`config.mk`:
```
export PLATFORM = sky130hd
export DESIGN_NAME = iofa_top
export DESIGN_NICKNAME = d
export VERILOG_FILES = /design/src/rtl/iofa_pkg.sv /design/src/rtl/iofa_sync.sv /design/src/rtl/iofa_top.sv
export VERILOG_INCLUDE_DIRS = /design/src /design/src/rtl
export SDC_FILE = /design/constraint.sdc
export NUM_CORES = 1
export LEC_CHECK = 0
export BUFFER_PORTS_ARGS = -buffer_cell sky130_fd_sc_hd__buf_2
export CAP_MARGIN = 20
export CORE_AREA = 2 2 83 85
export DETAILED_ROUTE_END_ITERATION = 12
export DIE_AREA = 0 0 85 87
export GPL_TIMING_DRIVEN = 0
export MAX_ROUTING_LAYER = met4
export PLACE_DENSITY = 0.79
export SLEW_MARGIN = 10
export SYNTH_ARGS = -nofsm -noshare
export SYNTH_HDL_FRONTEND = slang
export SYNTH_SLANG_ARGS = --single-unit
```
`constraint.sdc`:
```
create_clock -name core_clk -period 1.52 [get_ports core_clk]
set_input_delay 0 -clock core_clk [delete_from_list [all_inputs] [get_ports core_clk]]
set_output_delay 0 -clock core_clk [all_outputs]
set_load 0.01 [all_outputs]
```
`src/rtl/iofa_cfg.svh`:
```
// Constants for the I/O function assignment block.
// Assumes it is included by bare name wherever a constant is needed.
`ifndef IOFA_CFG_SVH
`define IOFA_CFG_SVH

`define IOFA_NUM_OUT 8
`define IOFA_NUM_IN 8
`define IOFA_FUNC_W 8
`define IOFA_PORT_W 10
`define IOFA_PROG_W 8
`define IOFA_NUM_SYNC 12
`define IOFA_OUT_BASE 10'h12c
`define IOFA_FN_ALL_HOME 8'h0d
`define IOFA_FN_SYS_BATT 8'h0f
`define IOFA_FN_ABS_BATT 8'h10
`define IOFA_FN_BRAKE_AX1 8'h16
`define IOFA_FN_BRAKE_AX2 8'h17
`define IOFA_SYNC_IN_LSB 0
`define IOFA_SYNC_SYSB 8
`define IOFA_SYNC_ABSB 9
`define IOFA_SYNC_ESTOP 10
`define IOFA_SYNC_GATE 11

`endif

```
`src/rtl/iofa_pkg.sv`:
```
// Types shared by the I/O function assignment block.
// Assumes iofa_cfg.svh is on the include path.
`include "iofa_cfg.svh"

package iofa_pkg;
    typedef enum logic [0:0] {
        iofa_st_idle = 1'b0,
        iofa_st_safe = 1'b1
    } iofa_state_e;
    typedef logic [`IOFA_FUNC_W-1:0] iofa_func_t;
    typedef logic [`IOFA_PORT_W-1:0] iofa_port_t;
endpackage

```
`src/rtl/iofa_sync.sv`:
```
// Two-stage synchroniser for a bundle of asynchronous levels.
// Assumes each bit is an independent level; no word coherence is kept.
`timescale 1ns/1ns

module iofa_sync #(
    parameter int WIDTH = 1
) (
    // Clock and reset.
    input wire logic core_clk,
    input wire logic reset_n,
    // Levels.
    input wire logic [WIDTH-1:0] async_in,
    output logic [WIDTH-1:0] sync_out
);
    logic [WIDTH-1:0] meta_ff;
    logic [WIDTH-1:0] sync_ff;
    logic [WIDTH-1:0] nxt_meta;
    logic [WIDTH-1:0] nxt_sync;

    always_comb begin
        nxt_meta = async_in;
        nxt_sync = meta_ff;
    end

    always_ff @(posedge core_clk or negedge reset_n) begin
        if (!reset_n) begin
            meta_ff <= '0;
            sync_ff <= '0;
        end else begin
            meta_ff <= nxt_meta;
            sync_ff <= nxt_sync;
        end
    end

    assign sync_out = sync_ff;
endmodule

```
`src/rtl/iofa_top.sv`:
```
// Function assignment for discrete output and input ports of a motion controller.
// Assumes function codes and the hold range are static configuration from the same clock domain.
`timescale 1ns/1ns
`include "iofa_cfg.svh"

module iofa_top (
    // Clock and reset.
    input wire logic core_clk,
    input wire logic reset_n,
    // Port function configuration.
    input wire logic [`IOFA_NUM_OUT*`IOFA_FUNC_W-1:0] out_func_flat,
    input wire logic [`IOFA_NUM_IN*`IOFA_FUNC_W-1:0] in_func_flat,
    input wire logic [`IOFA_PORT_W-1:0] hold_min_port,
    input wire logic [`IOFA_PORT_W-1:0] hold_max_port,
    input wire logic [`IOFA_PROG_W-1:0] safe_prog_num,
    // Controller status.
    input wire logic all_home_done,
    input wire logic [`IOFA_NUM_OUT-1:0] gp_out_val,
    input wire logic [`IOFA_NUM_OUT-1:0] prog_out_val,
    input wire logic [`IOFA_NUM_OUT-1:0] prog_out_we,
    // Field pins.
    input wire logic [`IOFA_NUM_IN-1:0] in_pins,
    input wire logic sys_batt_low,
    input wire logic abs_batt_low,
    input wire logic estop_in,
    input wire logic gate_open,
    // Results.
    output logic [`IOFA_NUM_OUT-1:0] out_port,
    output logic [1:0] brake_release,
    output logic safe_active,
    output logic prog_start,
    output logic [`IOFA_PROG_W-1:0] prog_start_num
);
    logic [`IOFA_NUM_SYNC-1:0] sync_q;
    logic [`IOFA_NUM_IN-1:0] in_s;
    logic sys_batt_s;
    logic abs_batt_s;
    logic safe_s;

    iofa_sync #(.WIDTH(`IOFA_NUM_SYNC)) u_sync (
        .core_clk(core_clk),
        .reset_n(reset_n),
        .async_in({gate_open, estop_in, abs_batt_low, sys_batt_low, in_pins}),
        .sync_out(sync_q)
    );

    assign in_s = sync_q[`IOFA_SYNC_IN_LSB +: `IOFA_NUM_IN];
    assign sys_batt_s = sync_q[`IOFA_SYNC_SYSB];
    assign abs_batt_s = sync_q[`IOFA_SYNC_ABSB];
    assign safe_s = sync_q[`IOFA_SYNC_ESTOP] | sync_q[`IOFA_SYNC_GATE];

    // Safety state and program start.
    iofa_pkg::iofa_state_e state_ff;
    iofa_pkg::iofa_state_e nxt_state;
    logic prog_start_ff;
    logic nxt_prog_start;
    logic [`IOFA_PROG_W-1:0] prog_num_ff;
    logic [`IOFA_PROG_W-1:0] nxt_prog_num;

    always_comb begin
        nxt_state = state_ff;
        nxt_prog_start = 1'b0;
        nxt_prog_num = prog_num_ff;
        case (state_ff)
            iofa_pkg::iofa_st_idle: begin
                if (safe_s) begin
                    nxt_state = iofa_pkg::iofa_st_safe;
                    nxt_prog_start = 1'b1;
                    nxt_prog_num = safe_prog_num;
                end
            end
            iofa_pkg::iofa_st_safe: begin
                if (!safe_s) begin
                    nxt_state = iofa_pkg::iofa_st_idle;
                end
            end
            default: begin
                nxt_state = iofa_pkg::iofa_st_idle;
            end
        endcase
    end

    always_ff @(posedge core_clk or negedge reset_n) begin
        if (!reset_n) begin
            state_ff <= iofa_pkg::iofa_st_idle;
            prog_start_ff <= 1'b0;
            prog_num_ff <= '0;
        end else begin
            state_ff <= nxt_state;
            prog_start_ff <= nxt_prog_start;
            prog_num_ff <= nxt_prog_num;
        end
    end

    // Output ports and brake releases.
    logic [`IOFA_NUM_OUT-1:0] out_ff;
    logic [`IOFA_NUM_OUT-1:0] nxt_out;
    logic [`IOFA_NUM_OUT-1:0] in_range;
    logic [1:0] brake_ff;
    logic [1:0] nxt_brake;

    always_comb begin
        iofa_pkg::iofa_func_t code;
        iofa_pkg::iofa_port_t pnum;
        code = '0;
        pnum = '0;
        nxt_out = out_ff;
        in_range = '0;
        nxt_brake = 2'h0;
        for (int i = 0; i < `IOFA_NUM_OUT; i++) begin
            code = out_func_flat[i*`IOFA_FUNC_W +: `IOFA_FUNC_W];
            pnum = `IOFA_OUT_BASE + i[`IOFA_PORT_W-1:0];
            in_range[i] = (pnum >= hold_min_port) && (pnum <= hold_max_port);
            if (safe_s && in_range[i]) begin
                // Held ports change only by the started program.
                if (prog_out_we[i]) begin
                    nxt_out[i] = prog_out_val[i];
                end else begin
                    nxt_out[i] = out_ff[i];
                end
            end else if (code == `IOFA_FN_ALL_HOME) begin
                nxt_out[i] = all_home_done;
            end else if (code == `IOFA_FN_SYS_BATT) begin
                nxt_out[i] = sys_batt_s;
            end else if (code == `IOFA_FN_ABS_BATT) begin
                nxt_out[i] = abs_batt_s;
            end else begin
                nxt_out[i] = gp_out_val[i];
            end
        end
        for (int j = 0; j < `IOFA_NUM_IN; j++) begin
            code = in_func_flat[j*`IOFA_FUNC_W +: `IOFA_FUNC_W];
            if (code == `IOFA_FN_BRAKE_AX1 && in_s[j]) begin
                nxt_brake[0] = 1'b1;
            end
            if (code == `IOFA_FN_BRAKE_AX2 && in_s[j]) begin
                nxt_brake[1] = 1'b1;
            end
        end
    end

    always_ff @(posedge core_clk or negedge reset_n) begin
        if (!reset_n) begin
            out_ff <= '0;
            brake_ff <= 2'h0;
        end else begin
            out_ff <= nxt_out;
            brake_ff <= nxt_brake;
        end
    end

    assign out_port = out_ff;
    assign brake_release = brake_ff;
    assign safe_active = (state_ff == iofa_pkg::iofa_st_safe);
    assign prog_start = prog_start_ff;
    assign prog_start_num = prog_num_ff;

    // Checks.
    logic [`IOFA_FUNC_W-1:0] code0;
    logic [`IOFA_FUNC_W-1:0] icode0;
    assign code0 = out_func_flat[`IOFA_FUNC_W-1:0];
    assign icode0 = in_func_flat[`IOFA_FUNC_W-1:0];
endmodule

```
* Yosys cells after proc, flatten, opt, wreduce, memory -nomap -nowiden
Index checks and enable logic that the tools add are counted.
Storage, ports and cells: register bits after elaboration 44, input port bits 195, logic and storage cells 171
Operators by class: bitwise logic cells 2, eq/ne operators 48, reductions and logical operators 33, multiplexer cells 58, magnitude comparators 16
Operators by type and width (number):
- $eq A8 B5 Y1 const B | 24
- $eq A8 B4 Y1 const B | 16
- $ge A9 B10 Y1 const A | 8
- $le A9 B10 Y1 const A | 8
- $mux W1 | 58
- $logic_and A1 B1 Y1 | 32
- $ne A2 B2 Y1 const B | 8
- $reduce_and A2 Y1 | 1
- $not A1 Y1 | 1
- $or A1 B1 Y1 | 1

* Depth between registers and ports, before layout
Gate-level depths: netlist of run 1.
depth in word-level cells 10, mapped depth 5, mapped depth without buffers 5

* Cells and area by module
A second synthesis of run 1 with hierarchy kept.
Second synthesis, totals: cells, all modules 216, area, all modules 2364.8 um^2
By module, submodules not included:
- iofa_top | instances 1, area an instance 1764.2 um^2, cells an instance 192
- iofa_sync | instances 1, area an instance 600.6 um^2, cells an instance 24

* Worst setup path before layout of run 1
No wires, ideal clock.
path kind input to register, start input hold_min_port[4], end register out_ff[1] (netlist: out_port[1]), arrival time 1.269 ns, stages 4, setup slack 0.172 ns, required time 1.441 ns, path buffers 0, setup time 0.079 ns, cell sequence or4_1 > or3_1 > a221oi_2 > mux2i_1
On the way: word-level cells in the longest chain between the ends 4
Ends and longest elaborated chain:
- start: declaration | RTL line iofa_top.sv:13 | input wire logic [`IOFA_PORT_W-1:0] hold_min_port,
- $ge A9 B10 Y1 * | RTL line iofa_top.sv:113 | in_range[i] = (pnum >= hold_min_port) && (pnum <= hold_max_port);
- $logic_and A1 B1 Y1 * | RTL line iofa_top.sv:113
- $logic_and A1 B1 Y1 * | RTL line iofa_top.sv:114 | if (safe_s && in_range[i]) begin
- $ne A2 B2 Y1 (no line) or $mux W1 (tied branches)
- end signal: assignment | RTL line iofa_top.sv:147 | out_ff <= nxt_out;
- end: declaration | RTL line iofa_top.sv:96 | logic [`IOFA_NUM_OUT-1:0] out_ff;
Every way passes the cells marked *; elsewhere a longest branch is shown, timed or not. A chain may end at the register's enable or synchronous reset.

* Final worst setup path of run 1
start register u_sync.sync_ff[11] (netlist: u_sync.sync_out[11]), end register out_ff[5] (netlist: out_port[5])
On the way: word-level cells in the longest chain between the ends 3
Ends and longest elaborated chain:
- start: declaration | RTL line iofa_sync.sv:16 | logic [WIDTH-1:0] sync_ff;
- start signal: assignment | RTL line iofa_sync.sv:31 | sync_ff <= nxt_sync;
- $or A1 B1 Y1 * | RTL line iofa_top.sv:50 | assign safe_s = sync_q[`IOFA_SYNC_ESTOP] | sync_q[`IOFA_SYNC_GATE];
- $logic_and A1 B1 Y1 * | RTL line iofa_top.sv:114
- $ne A2 B2 Y1 (no line) or $mux W1 (tied branches)
Marks and branches as above.

==> results.yml, run 1 <==
synth:
  synth_seq_area_share: 0.469
  synthSimpleGateAreaFrac: 0.234
  synth.cells.most_frequent: "sky130_fd_sc_hd__dfrtp_1, sky130_fd_sc_hd__mux2_2, sky130_fd_sc_hd__nor4bb_1"
  muxShareOfSynthArea: 0.141
  synth_top_family_by_area: "simple AND/OR/NAND/NOR gates"
  yosysUniqueCellTypes: 32
  ys_ff_latch: 44
  synthFlopType: "sky130_fd_sc_hd__dfrtp_1"
  yosys.area_share.adder: 0
  yosys.area_share.xor_xnor: 0
  synth.largest_area_cell: "sky130_fd_sc_hd__dfrtp_1"
  yosys.cell_count.top_type: "sky130_fd_sc_hd__dfrtp_1"
  synth_enable_flop_cells: 0
  post_synth_instance_area_um2: 2350
  synth-async-reset-ratio: 1.00
  synth_cells: 213
  synth_top_cell_area_share: 0.469
  synth_warnings: 0
  post_synthesis_compound_gate_area_fraction: 0.149
  netlist_top_cells_area: "sky130_fd_sc_hd__dfrtp_1, sky130_fd_sc_hd__mux2_2, sky130_fd_sc_hd__nor4bb_1"
  synthesized_net_count: 408
  postSynthAreaPerCell_um2: 11.0
grt:
  grt_util_met3: 0.0445
  grt.busiest_layer: "met2"
  global_route.usage.met1: 0.253
  use_met2: 0.376
  grt-ovfl-total: 0
  largest_net_degree_at_the_start_of_global_routing: 45
  grt_first_pass_wirelength_um: 12300
  antenna_violations_before_repair: 0
  via_count_of_the_first_global_routing_pass: 2760
  globalRouteTotalUtil: 0.217
finish:
  share_of_final_layout_standard_cells_stronger_than_drive_strength_1: 0.536
  post-route-util: 0.595
  synthToLayoutAreaGrowth_pct: 66.6
  antenna_cells_inserted: 0
  finalNetCount: 655
  post_layout_nonfiller_instances: 541
detailed_routing:
  num_vias: 2789
  detail_route.drc_violations: 0
  wl_per_cell_um: 14.9
  drt_wl_total_um: 8060
  drt_iter0_drc: 68
  first_pass_iters: 4
  vias_per_cell: 5.16
  final_antenna_net_count: 0
worst_setup_path:
  rr_endpoint: "out_port[5]$_DFFE_PN0P_"
  timing.critical_path.arrival_ns: 1.59
  rr_startpoint: "u_sync.sync_out[11]$_DFF_PN0_"
  cp.required_ns: 1.75
  register_to_register_path_depth: 6
  r2r_setup_slack_ns: 0.16
  worst-setup-path-type: "register to register"
  timing.critical_path.to_type: "register"
  critical_path_peak_fanout: 5
  startpoint_type: "register"
power_and_ir_drop:
  power.density_cell_area_nw_per_um2: 750
  worst_voltage_drop_across_the_vdd_grid_uv: 761
  power_switching_mw: 0.743
  power.combinational.fraction: 0.229
  internal_power_mw: 2.19
  p_leak_nw: 1.93
  seqPwrFrac: 0.444
  p_total_mw: 2.93
  swShare: 0.253
  pwr-share-clk: 0.326
sta:
  tightest_slew_ns: 0.975
  setup-violations-final: 0
  fin_skew_ns: 0.00495
  worst_slew_margin_rel: 0.350
  count_of_final_hold_check_violations: 0
  slew_violations: 0
  final_cycle_share: 0.895
  finalSetupTns_ns: 0
  rsz_0062_raised_after_global_routing: "false"
  achievable-frequency_ghz: 0.735
  fin_crit_ns: 1.36
clock_tree:
  path_clk_slew_ns: 0.09
  worst_skew_pair.late_latency_ns: 0.30
  clock-sinks: 44
  htree_num_levels: 2
  clock-root-buffer: "sky130_fd_sc_hd__clkbuf_8"
  tritoncts.num_buffers: 5
  cts_tree: "done"
  cts-root-to-sink-buffers: 2
die:
  design.portCount: 215
  coreArea_um2: 6570
  fp.dieW_um: 85
  initial_util: 0.357
  design.die.area_um2: 7400
  die-height_um: 87
  placement_rows: 30
min_path:
  worst_hold_startpoint: "prog_out_val[2]"
  min-delay-path-class: "primary input to register"
  hold_path_endpoint: "out_port[2]$_DFFE_PN0P_"
  hold_depth: 3
placement:
  numPlacedInstances: 507
  port_buf_inserts: 214
  place_hpwl_um: 6430
  place.gp.congestion: 0.790
status:
  status: "finished clean"
job:
  max_cap_violations: 0
==> kinds of logic (layout without fill, tap and decap cells) <==
| group | Yosys count | after routing |
|---|---|---|
| AOI/OAI and AO/OA | 51 | 51 |
| and+or+nand+nor | 83 | 83 |
| buffers and inverters | 4 | 252 |
| muxes | 31 | 31 |
| DFF | 44 | 44 |
==> critical path, stage by stage (launching register included) <==
cell and delay, ns:
sky130_fd_sc_hd__dfrtp_1 0.35, sky130_fd_sc_hd__o22ai_1 0.11, sky130_fd_sc_hd__nor2_1 0.10, sky130_fd_sc_hd__nand4_1 0.08, sky130_fd_sc_hd__buf_4 0.17, sky130_fd_sc_hd__a221oi_2 0.26
sky130_fd_sc_hd__mux2i_1 0.21
==> what timing repair did <==
action                                  in CTS  in global routing
buffers inserted                             0                  1
endpoints found under the setup margin       1                 11
resized for setup                            1                  2
pin swaps                                    0                  1
hold endpoints to repair                    65                  0
hold buffers                                25                  0
==> flip-flops by register name, summed over array words and instances, names as in the netlist <==
name	flops
out_port	8
safe_active	1
u_sync.sync_out	12
brake_release	2
u_sync.meta_ff	12
prog_start	1
prog_start_num	8
==> power groups by stage <==
stage / logic (mW) / registers [mW] / clock network [mW]
final: 0.673 / 1.30 / 0.958
after detailed placement: 0.617 / 1.33 / 0
after floorplan: 0.194 / 1.35 / 0
after global placement: 0.596 / 1.32 / 0
after global routing: 0.737 / 1.32 / 1.04
after CTS: 0.670 / 1.30 / 0.990
==> per-stage QoR <==
stage,setup slack (ns),instance area (µm²),hold slack [ns]
6_report,0.159,3910,0.00144
5_1_grt,0.0249,3910,0.00823
4_1_cts,0.00544,3900,0.000133
3_5_place_dp,-0.128,3520,0.110
2_1_floorplan,0.172,2350,-0.296
3_3_place_gp,-0.0860,3520,0.108
==> worst max path at each step <==
stage	to	slack, ns	depth (start not counted)	from
2_1_floorplan	out_port[1]$_DFFE_PN0P_	0.17	4	hold_min_port[4]
3_3_place_gp	out_port[5]$_DFFE_PN0P_	-0.09	6	hold_min_port[5]
3_5_place_dp	out_port[1]$_DFFE_PN0P_	-0.13	5	hold_min_port[4]
4_1_cts	out_port[6]$_DFFE_PN0P_	0.005	5	u_sync.sync_out[11]$_DFF_PN0_
5_1_grt	out_port[5]$_DFFE_PN0P_	0.02	6	hold_max_port[6]
6_report	out_port[5]$_DFFE_PN0P_	0.16	6	u_sync.sync_out[11]$_DFF_PN0_
==> per-layer routing <==
layer,vias to the layer above,routed length (µm),part of all wire
li1,1363,-,-
met1,1284,3220,0.40
met2,125,4140,0.51
met3,17,561,0.070
met4,0,133,0.017
met5,-,0,0
==> area by class of cell <==
cell class	count	area [µm²]
timing repair buffer	240	1330
fill	607	2660
inverter	3	11.3
multi-input combinational	165	1240
tap	80	100
buffer	1	3.75
clock inverter	2	38.8
sequential	44	1100
clock buffer	6	82.6
==> placed cells by master (no fill, tap or decap), drive strengths merged, types with 2 or more instances in the layout <==
cell / synthesis / routed
o21ai: 9 / 9
mux2i: 14 / 14
a32oi: 8 / 8
dfrtp: 44 / 44
a21oi: 10 / 10
o22ai: 5 / 5
nor3: 5 / 5
and4b: 8 / 8
nor2: 7 / 7
o21a: 7 / 7
clkbuf: 1 / 7
buf: 0 / 215
nand4: 3 / 3
a221oi: 2 / 2
nor4bb: 16 / 16
nor4: 10 / 10
inv: 3 / 3
nand2: 15 / 15
nand3: 2 / 2
or3: 9 / 9
and3: 4 / 4
a31oi: 4 / 4
or4: 2 / 2
dlygate4sd3: 0 / 25
mux2: 17 / 17
No activity file was read; power rests on OpenSTA's default activity.
==> run 2: changes to the inputs <==
--- a/config.mk
+++ b/config.mk
@@ -14,6 +14,7 @@
 export GPL_TIMING_DRIVEN = 0
 export MAX_ROUTING_LAYER = met4
 export PLACE_DENSITY = 0.79
+export RECOVER_POWER = 50
 export SLEW_MARGIN = 10
 export SYNTH_ARGS = -nofsm -noshare
 export SYNTH_HDL_FRONTEND = slang
==> run 2 against run 1 <==
Global-route usage unchanged. Fmax about the same. Sequential cell count unchanged. Die area unchanged. Worst hold slack about the same. Final cell count unchanged. Core utilization down 0.38 points. Sequential power about the same. Largest cell class unchanged.
==> results.yml, run 2 (synthesis results as in run 1) <==
detailed_routing:
  vias_per_cell: 5.14
  drt_wl_total_um: 8060
  final_antenna_net_count: 0
  detail_route.drc_violations: 0
  drt_iter0_drc: 65
  met2WireLength_um: 4140
  topRoutingLayerUsed: "met4"
  num_vias: 2780
  wl_per_cell_um: 14.9
  wl_met3_um: 552
  wl_met1_um: 3240
  first_pass_iters: 4
sta:
  fin_crit_ns: 1.36
  count_of_final_hold_check_violations: 0
  rsz_0062_raised_after_global_routing: "false"
  tightest_slew_ns: 1.09
  slew_violations: 0
  finalSetupTns_ns: 0
  fin_skew_ns: 0.00500
  final_cycle_share: 0.895
  achievable-frequency_ghz: 0.735
  finalHoldWorstSlack_ns: 0.00107
  worst_slew_margin_rel: 0.276
  setup-violations-final: 0
clock_tree:
  path_clk_slew_ns: 0.09
  clock-sinks: 44
  cts_tree: "done"
  tritoncts.num_buffers: 5
  cts-root-to-sink-buffers: 2
  htree_num_levels: 2
  clock-root-buffer: "sky130_fd_sc_hd__clkbuf_8"
  worst_skew_pair.late_latency_ns: 0.30
power_and_ir_drop:
  internal_power_mw: 2.17
  swShare: 0.255
  p_leak_nw: 1.87
  power_switching_mw: 0.743
  pwr-share-clk: 0.328
  seqPwrFrac: 0.448
  power.density_cell_area_nw_per_um2: 750
  worst_voltage_drop_across_the_vdd_grid_uv: 761
  power.combinational.fraction: 0.225
die:
  coreArea_um2: 6570
  design.portCount: 215
  fp.dieW_um: 85
  design.die.area_um2: 7400
  die-height_um: 87
  initial_util: 0.357
  placement_rows: 30
grt:
  via_count_of_the_first_global_routing_pass: 2760
  largest_net_degree_at_the_start_of_global_routing: 45
  antenna_violations_before_repair: 0
  grt-ovfl-total: 0
  grt_first_pass_wirelength_um: 12300
  globalRouteTotalUtil: 0.217
worst_setup_path:
  worst-setup-path-type: "register to register"
  cpPeakStageDelay_ns: 0.35
  timing.critical_path.arrival_ns: 1.59
  critical_path.top_delay_family: "compound AO/OA/AOI/OAI gates"
  worst-path-buf-inv: 1
  crit_slowest_cell: "sky130_fd_sc_hd__dfrtp_1"
  startpoint_type: "register"
  crit_chain: "o22ai_1 -> nor2_1 -> nand4_1 -> buf_4 -> a221oi_2 -> mux2i_1"
  cp.required_ns: 1.75
  critical_path_peak_fanout: 5
  timing.critical_path.to_type: "register"
finish:
  share_of_final_layout_standard_cells_stronger_than_drive_strength_1: 0.492
  num-fill-cells: 616
  final_cell_area_um2: 3890
  layout.cells.most_common_list: "sky130_fd_sc_hd__buf_2, sky130_fd_sc_hd__dfrtp_1, sky130_fd_sc_hd__dlygate4sd3_1"
  most_common_cell_after_layout_fill_and_taps_aside: "sky130_fd_sc_hd__buf_2"
  antenna_cells_inserted: 0
  finalNetCount: 655
  synthToLayoutAreaGrowth_pct: 65.6
job:
  max_cap_violations: 0
placement:
  port_buf_inserts: 214
  place.gp.congestion: 0.790
  place_hpwl_um: 6430
  placed_cell_area_um2: 3520
min_path:
  min-delay-path-class: "primary input to register"
status:
  status: "finished clean"
[run 2: per-stage QoR]
step / cells / setup slack [ns] / util / power, mW
after global placement: 507 / -0.0860 / 0.536 / 1.92
after detailed placement: 507 / -0.128 / 0.536 / 1.94
after global routing: 541 / 0.0249 / 0.592 / 3.07
final: 541 / 0.159 / 0.592 / 2.92
after CTS: 540 / 0.00544 / 0.593 / 2.96
after floorplan: 213 / 0.172 / - / 1.54
[run 2: worst register-to-register path, stage by stage, from the launching register on]
cell	delay (ns)
sky130_fd_sc_hd__dfrtp_1	0.35
sky130_fd_sc_hd__o22ai_1	0.11
sky130_fd_sc_hd__nor2_1	0.10
sky130_fd_sc_hd__nand4_1	0.08
sky130_fd_sc_hd__buf_4	0.17
sky130_fd_sc_hd__a221oi_2	0.26
sky130_fd_sc_hd__mux2i_1	0.21
[run 2: what timing repair did]
action | in CTS | in global routing
pin swaps | 0 | 1
setup buffers | 0 | 1
endpoints found under the setup margin | 1 | 11
gates resized for setup | 1 | 2
hold buffers | 25 | 0
hold endpoints to repair | 65 | 0
[run 2: path summary, 6_finish.rpt]
path | endpoint | slack (ns) | cells after the start | start
min in group asynchronous | prog_start$_DFF_PN0_ | 0.43 | 2 | reset_n
worst max register to register | out_port[5]$_DFFE_PN0P_ | 0.16 | 6 | u_sync.sync_out[11]$_DFF_PN0_
worst min register to register | u_sync.sync_out[1]$_DFF_PN0_ | 0.35 | 0 | u_sync.meta_ff[1]$_DFF_PN0_
max in group asynchronous | out_port[2]$_DFFE_PN0P_ | 0.42 | 2 | reset_n
worst max-delay path | out_port[5]$_DFFE_PN0P_ | 0.16 | 6 | u_sync.sync_out[11]$_DFF_PN0_
worst min-delay path | out_port[2]$_DFFE_PN0P_ | 0.001 | 3 | prog_out_val[2]
[run 2: final cells by class]
class / count / area [µm²] / share of cell area
sequential: 44 / 1100 / 0.283
inverter: 3 / 11.3 / 0.00290
buffer: 1 / 3.75 / 0.000966
tap: 80 / 100 / 0.0258
timing repair buffer: 240 / 1300 / 0.335
multi-input combinational: 165 / 1240 / 0.320
clock inverter: 2 / 38.8 / 0.00998
clock buffer: 6 / 82.6 / 0.0212
[run 2: layer usage]
metal  GRT usage  vias to the layer above
li1            -                     1363
met1       0.253                     1281
met2       0.376                      123
met3      0.0445                       13
met4      0.0678                        0
met5           -                        -
[run 2: power by group through the flow]
stage / registers (mW) / logic [mW] / clock network, mW
6_report: 1.31 / 0.656 / 0.955
5_1_grt: 1.32 / 0.720 / 1.04
4_1_cts: 1.30 / 0.670 / 0.990
3_5_place_dp: 1.33 / 0.617 / 0
3_3_place_gp: 1.32 / 0.596 / 0
2_1_floorplan: 1.35 / 0.194 / 0
==> run 3: changes to the inputs <==
--- a/config.mk
+++ b/config.mk
@@ -6,14 +6,14 @@
 export SDC_FILE = /design/constraint.sdc
 export NUM_CORES = 1
 export LEC_CHECK = 0
+export ABC_AREA = 1
 export BUFFER_PORTS_ARGS = -buffer_cell sky130_fd_sc_hd__buf_2
 export CAP_MARGIN = 20
-export CORE_AREA = 2 2 83 85
+export CORE_UTILIZATION = 42
 export DETAILED_ROUTE_END_ITERATION = 12
-export DIE_AREA = 0 0 85 87
 export GPL_TIMING_DRIVEN = 0
 export MAX_ROUTING_LAYER = met4
-export PLACE_DENSITY = 0.79
+export PLACE_DENSITY = 0.81
 export RECOVER_POWER = 50
 export SLEW_MARGIN = 10
 export SYNTH_ARGS = -nofsm -noshare
==> run 3 against run 2 <==
Routed wire length increased by 21%. Critical path depth decreased by 1. Register-to-register slack improved by 0.17 ns. Final cell count increased by 57%. Sequential power about the same. Largest cell class is now multi-input gates. Synthesized area increased by 35%. Sequential cell count unchanged. Power increased by 3.9%.
==> results.yml, run 3 <==
status:
  status: "finished clean"
power_and_ir_drop:
  seqPwrFrac: 0.432
  power_switching_mw: 0.902
  swShare: 0.298
  power.combinational.fraction: 0.262
  pwr-share-clk: 0.306
  p_leak_nw: 2.74
  internal_power_mw: 2.13
  power.density_cell_area_nw_per_um2: 643
  worst_voltage_drop_across_the_vdd_grid_uv: 516
worst_setup_path:
  register_to_register_path_depth: 5
  worst-setup-path-type: "register to register"
  timing.critical_path.from: "u_sync.sync_out[11]$_DFF_PN0_"
  rr_endpoint: "prog_start_num[6]$_DFFE_PN0P_"
  rr_startpoint: "u_sync.sync_out[11]$_DFF_PN0_"
  critical_path_peak_fanout: 10
  cp.required_ns: 1.71
  endpoint: "prog_start_num[6]$_DFFE_PN0P_"
  timing.critical_path.to_type: "register"
  r2r_setup_slack_ns: 0.33
  startpoint_type: "register"
  timing.critical_path.arrival_ns: 1.38
grt:
  grt-ovfl-total: 0
  largest_net_degree_at_the_start_of_global_routing: 45
  via_count_of_the_first_global_routing_pass: 3674
  globalRouteTotalUtil: 0.252
  grt_first_pass_wirelength_um: 15000
  antenna_violations_before_repair: 0
die:
  initial_util: 0.436
  design.portCount: 215
  design.die.area_um2: 7870
  coreArea_um2: 7250
  die-height_um: 88.7
  fp.dieW_um: 88.7
  placement_rows: 31
synth:
  postSynthAreaPerCell_um2: 6.33
  post_synth_instance_area_um2: 3160
  yosysUniqueCellTypes: 30
  synth_warnings: 0
  synthesized_net_count: 694
  synthFlopType: "sky130_fd_sc_hd__dfrtp_1"
  synth_top_cell_area_share: 0.349
  synth-async-reset-ratio: 1.00
  synth_cells: 499
  ys_ff_latch: 44
  yosys.cell_count.top_type: "sky130_fd_sc_hd__nand2_1"
  netlist_top_cells_area: "sky130_fd_sc_hd__dfrtp_1, sky130_fd_sc_hd__nand2_1, sky130_fd_sc_hd__inv_1"
  synth.largest_area_cell: "sky130_fd_sc_hd__dfrtp_1"
  synth.cells.most_frequent: "sky130_fd_sc_hd__nand2_1, sky130_fd_sc_hd__inv_1, sky130_fd_sc_hd__nor2_1"
  synth_enable_flop_cells: 0
  synth_seq_area_share: 0.349
clock_tree:
  cts_tree: "done"
  cts-root-to-sink-buffers: 2
  clock-sinks: 44
  htree_num_levels: 2
  path_clk_slew_ns: 0.09
  tritoncts.num_buffers: 5
  postCtsSetupBuffers: 0
  clock-root-buffer: "sky130_fd_sc_hd__clkbuf_8"
  worst_skew_pair.late_latency_ns: 0.30
finish:
  antenna_cells_inserted: 0
  final_cell_area_um2: 4710
  most_common_cell_after_layout_fill_and_taps_aside: "sky130_fd_sc_hd__buf_2"
  share_of_final_layout_standard_cells_stronger_than_drive_strength_1: 0.305
  post-route-util: 0.650
  finalNetCount: 942
  layout.cells.most_common_list: "sky130_fd_sc_hd__buf_2, sky130_fd_sc_hd__nand2_1, sky130_fd_sc_hd__inv_1"
  synthToLayoutAreaGrowth_pct: 49.2
  post_layout_nonfiller_instances: 847
sta:
  fin_crit_ns: 1.19
  setup-violations-final: 0
  finalHoldWorstSlack_ns: 0.0283
  finalSetupTns_ns: 0
  final_cycle_share: 0.783
  tightest_slew_ns: 1.07
  fin_skew_ns: 0.0122
  achievable-frequency_ghz: 0.841
  slew_violations: 0
  count_of_final_hold_check_violations: 0
  worst_slew_margin_rel: 0.285
  rsz_0062_raised_after_global_routing: "false"
placement:
  port_buf_inserts: 214
  numPlacedInstances: 812
  place.gp.congestion: 0.897
  place_hpwl_um: 7860
  placed_cell_area_um2: 4350
detailed_routing:
  final_antenna_net_count: 0
  drt_iter0_drc: 207
  vias_per_cell: 4.76
  detail_route.drc_violations: 0
  num_vias: 4030
  first_pass_iters: 4
  drt_wl_total_um: 9760
  wl_per_cell_um: 11.5
min_path:
  min-delay-path-class: "primary input to register"
  hold_depth: 5
job:
  max_cap_violations: 0
## run 3: cell count changes in the layout (fill, tap and decap cells not counted), moves of 15 or more
cell	delta
sky130_fd_sc_hd__nand2_1	+125
sky130_fd_sc_hd__mux2_2	-15
sky130_fd_sc_hd__nor2_1	+57
sky130_fd_sc_hd__nand3_1	+50
sky130_fd_sc_hd__nor4bb_1	-16
sky130_fd_sc_hd__nand4_1	+16
sky130_fd_sc_hd__inv_1	+94
## run 3: cell families after synthesis
| logic type | count (synthesis) | share of synthesized area |
|---|---|---|
| compound gates | 18 | 0.0380 |
| buf+inv | 102 | 0.121 |
| flops | 44 | 0.349 |
| mux | 3 | 0.0103 |
| simple gates | 332 | 0.482 |
## run 3: layout make-up
class                           instances  area [µm²]
Fill cell                             679        2540
Multi-Input combinational cell        353        1680
Timing Repair Buffer                  241        1320
Sequential cell                        44        1100
Inverter                              102         383
Tap cell                               99         124
Clock buffer                            5        68.8
Clock inverter                          3        46.3
## run 3: critical path: stages (launching register included)
cell,delay [ns]
sky130_fd_sc_hd__dfrtp_1,0.38
sky130_fd_sc_hd__nor2_4,0.08
sky130_fd_sc_hd__nor2_2,0.32
sky130_fd_sc_hd__inv_2,0.15
sky130_fd_sc_hd__nand2_1,0.10
sky130_fd_sc_hd__nand2_1,0.05
## run 3: per-stage QoR
step,power (mW),setup WS (ns)
after global routing,3.21,0.182
after detailed placement,2.08,0.357
final,3.03,0.330
after global placement,2.05,0.350
after CTS,3.07,0.337
after floorplan,1.65,0.509
## run 3: timing repair
item,4_1_cts,5_1_grt
hold endpoints to repair,68,0
hold buffers,27,0
gates resized for setup,0,0
endpoints found under the setup margin,0,0
## run 3: power by group through the flow
stage	sequential (mW)	combinational, mW	clock (mW)
3_5_place_dp	1.33	0.749	0
3_3_place_gp	1.33	0.726	0
5_1_grt	1.32	0.893	0.997
6_report	1.31	0.793	0.928
2_1_floorplan	1.35	0.297	0
4_1_cts	1.31	0.806	0.956
## run 3: how the worst min path moves through the flow
stage	slack (ns)	startpoint	endpoint
after global placement	0.11	sys_batt_low	u_sync.meta_ff[8]$_DFF_PN0_
after floorplan	-0.30	reset_n	brake_release[0]$_DFF_PN0_
after CTS	0.02	prog_out_we[1]	out_port[1]$_DFFE_PN0P_
after global routing	0.05	prog_out_we[1]	out_port[1]$_DFFE_PN0P_
final	0.03	prog_out_we[1]	out_port[1]$_DFFE_PN0P_
after detailed placement	0.11	in_pins[1]	u_sync.meta_ff[1]$_DFF_PN0_
## run 3: metal layers
layer / up-vias / wire, µm / track usage
met5: - / 0 / -
met4: 0 / 180 / 0.0733
met3: 25 / 590 / 0.0429
met2: 147 / 4920 / 0.446
met1: 1794 / 4070 / 0.292
li1: 2064 / - / -
